===== src/design/eer_pkg.sv =====
package eer_pkg;

	localparam logic [11:0] EER_OFS_STATUS = 12'h718;
	localparam logic [11:0] EER_OFS_MASK = 12'h71c;
	localparam logic [11:0] EER_OFS_CTRL = 12'h720;

	// station error bits: 0-2, 6-8, 12-14, 18-20
	localparam logic [31:0] EER_STN_BITS = 32'h001c_71c7;
	// factory-test bits kept writable but never set by hardware
	localparam logic [31:0] EER_FT_STATUS_BITS = 32'h0003_8e38;
	localparam logic [31:0] EER_STATUS_RST = 32'h0000_0000;
	localparam logic [31:0] EER_MASK_RST = 32'h001c_71c7;
	localparam logic [31:0] EER_MASK_WR_BITS = 32'h001f_ffff;

	localparam int EER_CTL_DIS1 = 0;
	localparam int EER_CTL_DIS2 = 1;
	localparam int EER_CTL_FORCE = 2;
	localparam int EER_CTL_NP = 3;
	localparam int EER_CTL_HP_PIN = 4;
	localparam int EER_CTL_NTL_PIN = 5;
	localparam int EER_CTL_GPIO_PIN = 6;
	localparam int EER_CTL_NTV_PIN = 7;
	localparam logic [31:0] EER_CTRL_RST = 32'h0000_0000;
	localparam logic [31:0] EER_CTRL_WR_BITS = 32'h0000_00ff;

	localparam int EER_NSTN = 3;
	localparam int EER_NINST = 4;
	localparam int EER_FEP_W = 5;
	localparam logic [4:0] EER_FEP_NONE = 5'h1f;

	typedef struct packed {
		logic wr;
		logic rd;
		logic [11:0] addr;
		logic [31:0] wdata;
	} eer_cfg_req_s;

	// interrupt sources needing routing
	typedef struct packed {
		logic hotplug;
		logic ntl_corr;
		logic ntl_uncorr;
		logic ntl_dll;
		logic ntl_errmsg;
		logic gpio;
		logic ntv_doorbell;
	} eer_irq_src_s;

	typedef struct packed {
		logic base_pin;
		logic vs_pin;
		logic intx;
	} eer_irq_out_s;

	// one ecc check result, per egress read of an ingress station ram
	typedef struct packed {
		logic valid;
		logic [1:0] src_stn;
		logic [1:0] inst;
		logic single;
		logic dbl;
	} eer_ecc_evt_s;

	function automatic logic [4:0] eer_stn_bit(input logic [1:0] stn, input logic [1:0] inst);
		eer_stn_bit = 5'(6 * int'(inst) + int'(stn));
	endfunction : eer_stn_bit

	function automatic logic [4:0] eer_first_set(input logic [31:0] v);
		eer_first_set = EER_FEP_NONE;
		for (int i = 31; i >= 0; i--) begin
			if (v[i]) begin
				eer_first_set = 5'(i);
			end
		end
	endfunction : eer_first_set

endpackage : eer_pkg


===== src/design/eer_irq_route.sv =====
`timescale 1ns/1ps
module eer_irq_route import eer_pkg::*; (
	// clock and reset
	input wire logic clk,
	input wire logic sys_rst,
	// configuration
	input wire logic [31:0] ctrl,
	input wire logic nt_mode,
	input wire logic nt_port,
	input wire logic vs_mode,
	// sources and outputs
	input eer_irq_src_s src,
	output eer_irq_out_s out
);

	typedef struct packed {
		eer_irq_out_s o;
	} eer_route_state_s;

	eer_route_state_s st_reg;
	eer_route_state_s st_next;
	logic nt_ok;
	logic pin_req;
	logic msg_req;
	logic ntl_any;

	always_comb begin
		nt_ok = nt_mode && nt_port;
		ntl_any = src.ntl_corr | src.ntl_uncorr | src.ntl_dll | src.ntl_errmsg;
		pin_req = 1'b0;
		msg_req = 1'b0;
		if (src.hotplug) begin
			if (ctrl[EER_CTL_HP_PIN]) pin_req = 1'b1; else msg_req = 1'b1;
		end
		if (ntl_any && nt_ok) begin
			if (ctrl[EER_CTL_NTL_PIN]) pin_req = 1'b1; else msg_req = 1'b1;
		end
		if (src.gpio) begin
			if (ctrl[EER_CTL_GPIO_PIN]) pin_req = 1'b1; else msg_req = 1'b1;
		end
		if (src.ntv_doorbell && nt_ok) begin
			if (ctrl[EER_CTL_NTV_PIN]) pin_req = 1'b1; else msg_req = 1'b1;
		end
		st_next.o.base_pin = pin_req && !vs_mode;
		st_next.o.vs_pin = pin_req && vs_mode;
		st_next.o.intx = msg_req;
	end

	always_ff @(posedge clk) begin
		if (sys_rst) begin
			st_reg <= '0;
		end else begin
			st_reg <= st_next;
		end
	end

	assign out = st_reg.o;

endmodule : eer_irq_route


===== src/design/eer_ecc_error_report.sv =====
`timescale 1ns/1ps
// Overview of operation
// - per-station double-bit ECC status bits at 0-2, 6-8, 12-14, 18-20.
// - status bits sticky, default zero, cleared by writing one; 31:24 read zero.
// - mask register bits correspond one-for-one to status bits.
// - mask zero has no effect; mask one suppresses that error indication.
// - station mask bits reset to one; mask bits sticky read-write.
// - control bit 0 set disables single-bit ECC checking.
// - control bit 1 set disables double-bit ECC checking.
// - force enable bit 2 makes error status registers plain read-write on transparent downstream ports only.
// - forcing first uncorrectable bit updates first-error pointer, header log untouched.
// - bit 3 selects forced errors as posted or non-posted.
// - bit 4 routes hot-plug interrupts to pin or INTx.
// - bit 5 routes link-side events in non-transparent mode only.
// - link-side events are correctable, uncorrectable, DLL change, error message.
// - bit 6 routes GPIO interrupts to pin or INTx.
// - bit 7 routes virtual-side doorbells in non-transparent mode only.
// - shared pin in base mode, per-switch pin in virtual switch mode.
// - egress flags error in bit of the ingress station whose ram was read.
// - unmasked error sends fatal/non-fatal message if internal status and enables allow.
module eer_ecc_error_report import eer_pkg::*; (
	// clock and resets
	input wire logic clk,
	input wire logic sys_rst,
	input wire logic hot_rst,
	// configuration access
	input eer_cfg_req_s cfg,
	output logic [31:0] cfg_rdata,
	output logic cfg_rvalid,
	// serial eeprom / i2c load
	input wire logic ld_valid,
	input wire logic [11:0] ld_addr,
	input wire logic [31:0] ld_data,
	// port configuration
	input wire logic nt_mode,
	input wire logic nt_port,
	input wire logic vs_mode,
	input wire logic transp_dn,
	input wire logic fatal_rep_en,
	input wire logic nonfatal_rep_en,
	input wire logic err_is_fatal,
	// ecc events from egress reads
	input eer_ecc_evt_s ecc_evt,
	// interrupt sources
	input eer_irq_src_s irq_src,
	// uncorrectable/correctable status access
	input wire logic [31:0] aer_uncorr_wr,
	input wire logic aer_uncorr_we,
	input wire logic [31:0] aer_corr_wr,
	input wire logic aer_corr_we,
	// results
	output logic single_chk_en,
	output logic double_chk_en,
	output logic [31:0] aer_uncorr,
	output logic [31:0] aer_corr,
	output logic [4:0] first_err_ptr,
	output logic hdr_log_we,
	output logic forced_np,
	output logic err_fatal_msg,
	output logic err_nonfatal_msg,
	output eer_irq_out_s irq_out
);

	typedef struct packed {
		logic [31:0] status;
		logic [31:0] mask;
		logic [31:0] ctrl;
		logic [31:0] uncorr;
		logic [31:0] corr;
		logic [4:0] fep;
		logic hlog;
		logic [31:0] rdata;
		logic rvalid;
		logic fmsg;
		logic nfmsg;
		logic [31:0] pend;
	} eer_state_s;

	eer_state_s st_reg;
	eer_state_s st_next;
	logic [31:0] set_bits;
	logic [31:0] ctrl_wmask;
	logic [31:0] new_err;
	logic force_on;

	function automatic logic [31:0] eer_w1c(input logic [31:0] cur, input logic [31:0] wr,
			input logic [31:0] set);
		eer_w1c = (cur & ~wr) | set;
	endfunction : eer_w1c

	always_comb begin
		st_next = st_reg;
		set_bits = '0;
		ctrl_wmask = EER_CTRL_WR_BITS;
		if (!transp_dn) ctrl_wmask[EER_CTL_FORCE] = 1'b0;
		if (!nt_port) begin
			ctrl_wmask[EER_CTL_NTL_PIN] = 1'b0;
			ctrl_wmask[EER_CTL_NTV_PIN] = 1'b0;
		end
		force_on = st_reg.ctrl[EER_CTL_FORCE] && transp_dn;

		// egress check of ingress ram; flag in the ingress station bit
		if (ecc_evt.valid && ecc_evt.dbl && !st_reg.ctrl[EER_CTL_DIS2]
				&& ecc_evt.src_stn < 2'(EER_NSTN)) begin
			set_bits[eer_stn_bit(ecc_evt.src_stn, ecc_evt.inst)] = 1'b1;
		end

		// status: sticky w1c, set wins over clear
		if (cfg.wr && cfg.addr == EER_OFS_STATUS) begin
			st_next.status = eer_w1c(st_reg.status, cfg.wdata & (EER_STN_BITS
				| EER_FT_STATUS_BITS), set_bits);
		end else begin
			st_next.status = st_reg.status | set_bits;
		end

		if (cfg.wr && cfg.addr == EER_OFS_MASK) begin
			st_next.mask = cfg.wdata & EER_MASK_WR_BITS;
		end
		if (cfg.wr && cfg.addr == EER_OFS_CTRL) begin
			st_next.ctrl = cfg.wdata & ctrl_wmask;
		end

		// serial configuration load of sticky bits
		if (ld_valid) begin
			if (ld_addr == EER_OFS_STATUS) begin
				st_next.status = (ld_data & (EER_STN_BITS | EER_FT_STATUS_BITS))
					| set_bits;
			end else if (ld_addr == EER_OFS_MASK) begin
				st_next.mask = ld_data & EER_MASK_WR_BITS;
			end else if (ld_addr == EER_OFS_CTRL) begin
				st_next.ctrl = ld_data & ctrl_wmask;
			end
		end

		// error status registers: rw when forced, else w1c
		st_next.hlog = 1'b0;
		if (aer_uncorr_we) begin
			if (force_on) begin
				st_next.uncorr = aer_uncorr_wr;
				if (st_reg.uncorr == '0 && aer_uncorr_wr != '0) begin
					st_next.fep = eer_first_set(aer_uncorr_wr);
				end
			end else begin
				st_next.uncorr = st_reg.uncorr & ~aer_uncorr_wr;
			end
		end
		if (aer_corr_we) begin
			if (force_on) begin
				st_next.corr = aer_corr_wr;
			end else begin
				st_next.corr = st_reg.corr & ~aer_corr_wr;
			end
		end

		// unmasked new errors become pending messages
		new_err = set_bits & ~st_reg.mask;
		st_next.pend = (st_reg.pend | new_err) & ~st_reg.mask;
		st_next.fmsg = 1'b0;
		st_next.nfmsg = 1'b0;
		if (st_reg.pend != '0 && st_reg.uncorr[22]) begin
			if (err_is_fatal && fatal_rep_en) st_next.fmsg = 1'b1;
			if (!err_is_fatal && nonfatal_rep_en) st_next.nfmsg = 1'b1;
			st_next.pend = new_err;
		end
		if (new_err != '0) begin
			st_next.uncorr[22] = 1'b1;
			if (st_reg.uncorr == '0) st_next.fep = 5'd22;
		end

		// register read
		st_next.rvalid = cfg.rd;
		if (cfg.rd) begin
			if (cfg.addr == EER_OFS_STATUS) begin
				st_next.rdata = st_reg.status;
			end else if (cfg.addr == EER_OFS_MASK) begin
				st_next.rdata = st_reg.mask;
			end else if (cfg.addr == EER_OFS_CTRL) begin
				st_next.rdata = st_reg.ctrl;
			end else begin
				st_next.rdata = '0;
			end
		end
	end

	// sticky registers keep value across hot reset; only sys_rst clears them
	always_ff @(posedge clk) begin
		if (sys_rst) begin
			st_reg <= '0;
			st_reg.status <= EER_STATUS_RST;
			st_reg.mask <= EER_MASK_RST;
			st_reg.ctrl <= EER_CTRL_RST;
			st_reg.fep <= EER_FEP_NONE;
		end else if (hot_rst) begin
			st_reg.rdata <= '0;
			st_reg.rvalid <= 1'b0;
			st_reg.fmsg <= 1'b0;
			st_reg.nfmsg <= 1'b0;
			st_reg.pend <= '0;
		end else begin
			st_reg <= st_next;
		end
	end

	eer_irq_route u_route (
		.clk(clk),
		.sys_rst(sys_rst),
		.ctrl(st_reg.ctrl),
		.nt_mode(nt_mode),
		.nt_port(nt_port),
		.vs_mode(vs_mode),
		.src(irq_src),
		.out(irq_out)
	);

	assign cfg_rdata = st_reg.rdata;
	assign cfg_rvalid = st_reg.rvalid;
	assign single_chk_en = !st_reg.ctrl[EER_CTL_DIS1];
	assign double_chk_en = !st_reg.ctrl[EER_CTL_DIS2];
	assign aer_uncorr = st_reg.uncorr;
	assign aer_corr = st_reg.corr;
	assign first_err_ptr = st_reg.fep;
	assign hdr_log_we = st_reg.hlog;
	assign forced_np = st_reg.ctrl[EER_CTL_NP];
	assign err_fatal_msg = st_reg.fmsg;
	assign err_nonfatal_msg = st_reg.nfmsg;

endmodule : eer_ecc_error_report


===== config.mk =====
export PLATFORM = sky130hd
export DESIGN_NAME = eer_ecc_error_report
export DESIGN_NICKNAME = d
export VERILOG_FILES = /design/src/design/eer_pkg.sv /design/src/design/eer_irq_route.sv /design/src/design/eer_ecc_error_report.sv
export SDC_FILE = /design/constraint.sdc
export NUM_CORES = 1
export LEC_CHECK = 0
export ABC_CLOCK_PERIOD_IN_PS = 2900
export BUFFER_PORTS_ARGS = -buffer_cell sky130_fd_sc_hd__buf_2
export CAP_MARGIN = 25
export CORE_MARGIN = 3
export CORE_UTILIZATION = 35
export CTS_CLUSTER_SIZE = 14
export DETAILED_ROUTE_END_ITERATION = 12
export PLACE_DENSITY = 0.58
export SYNTH_ARGS = -nofsm -noshare
export SYNTH_HDL_FRONTEND = slang
export SYNTH_SLANG_ARGS = --single-unit

===== constraint.sdc =====
create_clock -name clk -period 2.9 [get_ports clk]
set_input_delay 0.58 -clock clk [delete_from_list [all_inputs] [get_ports clk]]
set_output_delay 0.58 -clock clk [all_outputs]
set_load 0.02 [all_outputs]

### Yosys cells after proc, flatten, opt, wreduce, memory -nomap -nowiden

Cells that the tools add are included.

| word-level totals | value |
|---|---|
| logic and storage cells | 153 |
| bits in registers | 235 |

| operators by class | value |
|---|---|
| multipliers | 1 |
| $add $sub $neg | 1 |
| $lt $le $gt $ge | 3 |
| equal/unequal tests | 6 |
| mux-type cells | 76 |
| reduce and logical (&&, ||, !) cells | 31 |
| bitwise logic cells | 20 |

Operators with widths:

| kind | count |
|---|---|
| $mux W32 | 14 |
| $mux W5 | 35 |
| $and A32 B32 Y32 | 5 |
| $mux W96 | 1 |
| $not A32 Y32 | 3 |
| $or A32 B32 Y32 | 3 |
| $reduce_bool A32 Y1 | 3 |
| $eq A12 B11 Y1 const B | 6 |
| $and A32 B8 Y32 | 2 |
| $mux W64 | 1 |
| $logic_not A32 Y1 | 1 |
| $not A21 Y32 | 1 |
| $or A21 B32 Y32 | 1 |
| $mux W1 | 23 |
| $mux W23 | 1 |
| $logic_and A1 B1 Y1 | 17 |
| $lt A5 B6 Y1 const B | 1 |
| $reduce_and A2 Y1 | 3 |
| $add A5 B2 Y5 | 1 |
| $demux W1 S5 | 1 |
| $ge A5 B1 Y1 const B | 1 |
| $logic_not A1 Y1 | 4 |
| $mul A2 B2 Y4 const A | 1 |
| $or A1 B1 Y1 | 3 |
| other kinds (5) | 6 |

### Logic depth before layout (Yosys ltp)

| logic depth | value |
|---|---|
| depth in word-level cells | 36 |
| mapped depth | 12 |
| gate-level depth less buffers | 11 |

### By module

A second synthesis with hierarchy kept.

| second synthesis, totals | value |
|---|---|
| cells, all modules | 1,288 |
| area total of the unflattened synthesis | 11,105.7 µm² |

Modules (own cells, without submodules):

| module | cells each | area each (µm²) | times used |
|---|---|---|---|
| eer_ecc_error_report | 1,272 | 10,950.5 | 1 |
| eer_irq_route | 16 | 155.1 | 1 |

### Worst setup path after synthesis

OpenSTA, ideal clock, no wires.

| path | value |
|---|---|
| kind | input to register |
| start point | input port ecc_evt[2] (netlist name) |
| end point | register st_reg, in the netlist first_err_ptr[4] |
| library setup time | 0.140 ns |
| cell stages on the path | 12 |
| buffers on the path | 1 |
| path slack | -0.253 ns |
| required time | 2.760 ns |
| data arrival time | 3.012 ns |
| cell sequence | inv_1 ha_1 inv_1 ha_1 clkbuf_1 or2_2 o32a_2 nor2_1 o41a_1 or4_4 nor4_2 a22oi_1 |

| on the way | value |
|---|---|
| cells in the longest elaborated chain, start to end | 10 |
| elaborated cells on any way between the ends | 11 |

RTL lines:

| what | RTL line | RTL |
|---|---|---|
| start: declaration | eer_ecc_error_report.sv:43 | `input eer_ecc_evt_s ecc_evt,` |
| $mul A2 B2 Y4 * | eer_pkg.sv:65 | `eer_stn_bit = 5'(6 * int'(inst) + int'(stn));` |
| $add A5 B2 Y5 * | eer_pkg.sv:65 |  |
| $lt A5 B6 Y1 (implied by the code) / $ge A5 B1 Y1 (equally long branches) | eer_ecc_error_report.sv:105 | `set_bits[eer_stn_bit(ecc_evt.src_stn, ecc_evt.inst)] = 1'b1;` |
| $logic_and A1 B1 Y1 (implied by the code) | eer_ecc_error_report.sv:105 |  |
| $mux W1 (implied by the code) | eer_ecc_error_report.sv:105 |  |
| $demux W1 S5 * | eer_ecc_error_report.sv:105 |  |
| $mux W32 * | eer_ecc_error_report.sv:103 | `if (ecc_evt.valid && ecc_evt.dbl && !st_reg.ctrl[EER_CTL_DIS2]` |
| $and A32 B32 Y32 * | eer_ecc_error_report.sv:156 | `new_err = set_bits & ~st_reg.mask;` |
| $reduce_bool A32 Y1 * | eer_ecc_error_report.sv:165 | `if (new_err != '0) begin` |
| $mux W5 * | eer_ecc_error_report.sv:165 |  |
| end signal: assignment | eer_ecc_error_report.sv:200 | `st_reg <= st_next;` |
| end: declaration | eer_ecc_error_report.sv:79 | `eer_state_s st_reg;` |

Mark *: on every way between the ends. The rest lies on a longest branch, timed or not.
A chain may end at the register's enable or synchronous reset.

### Final worst setup path

Ends and elaborated chain as after synthesis.

==> results.yml <==
run_status:
  outcome: "completed"
layout:
  largest_register_ffs: 127
  drive_above_1_share_pct: 28.6
  final_core_util_pct: 43.4
  nFillCells: 3199
  nets: 1726
  layout.cells.non_filler: 1995
  diodes: 0
  stdcell_area_um2: 13900
  syn_to_final_growth_pct: 20.4
clock_tree:
  cts_root_buf: "clkbuf_16"
  post_cts.repair.setup_buffers: 0
  numClockSinks: 235
  htree_levels: 1
  clkLatencyLatePin_ps: 530
  clock_path_buffers: 3
  cts_resized: 0
  cts_hold_buf: 0
  cts_tree: "built"
  cts_inserted_buffers: 27
  clkTransAtPathRegs_ps: 60
job:
  drv_cap: 0
synth:
  yosys_warnings: 0
  async_flop_share_pct: 0
  yosys_most_used_dff: "dfxtp_1"
  syn_inst: 1368
  syn_area_per_cell_um2: 8.42
  ys_ff_latch: 235
  synth_seq_area_share_pct: 40.9
  synth_edf_count: 0
  yosys.area.top_type: "dfxtp_1"
  synth_most_common_cell: "dfxtp_1"
  synth_top_area_share_pct: 40.9
  synth_area_leaders: "dfxtp_1, a22oi_1, buf_4, nor2_1, o21ai_0"
  synth_fp_nets: 1553
  synthDistinctLibCells: 72
  synth_commonest_cells: "dfxtp_1, nor2_1, a22oi_1"
  netlist_area_um2: 11500
floorplanning:
  dieArea_um2: 35100
  start_util_pct: 36.0
  placementRows: 65
  io_pins: 292
  fp.dieW_um: 187
  die_y_um: 187
  core_um2: 32000
setup_path:
  crit_chain: "buf_2 -> inv_8 -> ha_4 -> inv_2 -> ha_4 -> or2_4 -> o32a_4 -> nor2_1 -> o41a_1 -> or4_4 -> o31ai_4 -> a22oi_1"
  criticalPathCategory: "primary input to flip-flop"
  worstSetupStartpointType: "primary input"
  slowest_delay_ps: 580
  path_max_fanout: 9
  cp-end-kind: "flip-flop"
  crit_path_top_delay_cell: "or4_4"
  worstPathArrival_ps: 3040
  required_ps: 3300
  cpMostUsedCell: "ha_4"
global_routing:
  antenna_found_initial: 1
  track_usage_pct: 20.4
  grt_max_degree: 69
  grt-ovfl-total: 0
  grt_pass1_wl_mm: 58.7
  first_global_vias: 10300
timing:
  max-slew-margin-rel_pct: 50.2
  min_period_over_period_pct: 91.3
  maxSlewViolCount: 0
  finalHoldViolCount: 0
  fin_ws_ps: 252
  setup_viol: 0
  worst_pin_slew_ps: 744
  fin_skew_ps: 12.0
  rsz0062_at_grt: "false"
  fmax_mhz: 378
  fin_crit_ps: 2650
placement:
  dp_cells: 1947
  gp_congestion: 0.893
  port_buffers: 267
  place_worst_setup_slack_ps: -279
  hpwl_mm: 28.1
  place_area_um2: 12900
detailed_routing:
  wire_per_inst_um: 18.9
  vias: 10900
  wl_mm: 37.8
  drc_errors: 0
  drt_iter0_markers: 733
  antenna_left: 0
  drt_first_pass_iters: 6
  viasPerCell: 5.45
power:
  p_leak_nw: 5.48
  power_mw: 7.45
  powerDensity_nw_per_um2: 538
  ir_worst_vdd_uv: 405
min_path:
  hold_class: "primary input to flip-flop"
## cell families after synthesis
group | Yosys count | synth area share [%]
other | 1 | 0.0326
buffers and inverters | 229 | 11.0
AND/OR/NAND/NOR | 427 | 18.7
adder cells (fa/ha/maj) | 4 | 0.435
multiplexers | 37 | 3.55
flip-flops | 235 | 40.9
AO/OA/AOI/OAI | 431 | 25.0
XOR/XNOR | 4 | 0.370
## report_power, final
part | switching, mW | internal (mW) | total (mW)
Clock | 1.33 | 2.14 | 3.47
Sequential | 0.0187 | 3.26 | 3.28
Combinational | 0.418 | 0.279 | 0.697
Total | 1.77 | 5.68 | 7.45
## cell usage in the layout (no fill, tap or decap), types with 40 or more instances in the layout
| cell type | count |
|---|---|
| nand2_1 | 40 |
| nor3_1 | 53 |
| o21ai_0 | 110 |
| a22oi_1 | 136 |
| and2_1 | 40 |
| buf_4 | 76 |
| buf_2 | 266 |
| a21oi_1 | 61 |
| dfxtp_1 | 235 |
| nor2_1 | 170 |
## layer usage
layer  global-route usage, %  share of wire (%)  vias to the layer above
li1                        -                  -                     5262
met2                    33.2                 45                      390
met5                       0              0.029                        -
met1                    27.8                 45                     5153
met3                    4.09                7.5                       60
met4                    5.14                2.4                        2
## area by class of cell
cell class / count / area (um^2) / share of cell area, %
inverter: 28 / 115 / 0.830
clock inverter: 10 / 128 / 0.920
clock buffer: 38 / 787 / 5.68
tap: 435 / 544 / 3.93
sequential: 235 / 4700 / 33.9
multi-input combinational: 904 / 5620 / 40.6
timing repair buffer: 345 / 1960 / 14.2
## worst paths after layout
| check | start | end | slack [ps] | cells past startpoint |
|---|---|---|---|---|
| worst max-delay path | ecc_evt[2] | first_err_ptr[4] | 250 | 12 |
| worst min-delay path | vs_mode | u_route.out[2] | 220 | 2 |
| worst max register to register | st_reg[138] | first_err_ptr[4] | 450 | 7 |
| worst min register to register | st_reg[160] | st_reg[160] | 460 | 1 |
## stage by stage
step                      setup TNS (ps)  hold WS (ps)
final                                  0           222
after detailed placement           -1800           444
after CTS                              0           200
after floorplan                     -173           413
after global placement             -1400           432
after global routing                   0           206
## critical path, delay by kind of cell
kind	cells	cell delay, ps
AO/OA/AOI/OAI	4	880
AND/OR/NAND/NOR	3	770
adder cells (fa/ha/maj)	2	570
buffers and inverters	3	230
No activity file was read; power rests on OpenSTA's default activity.
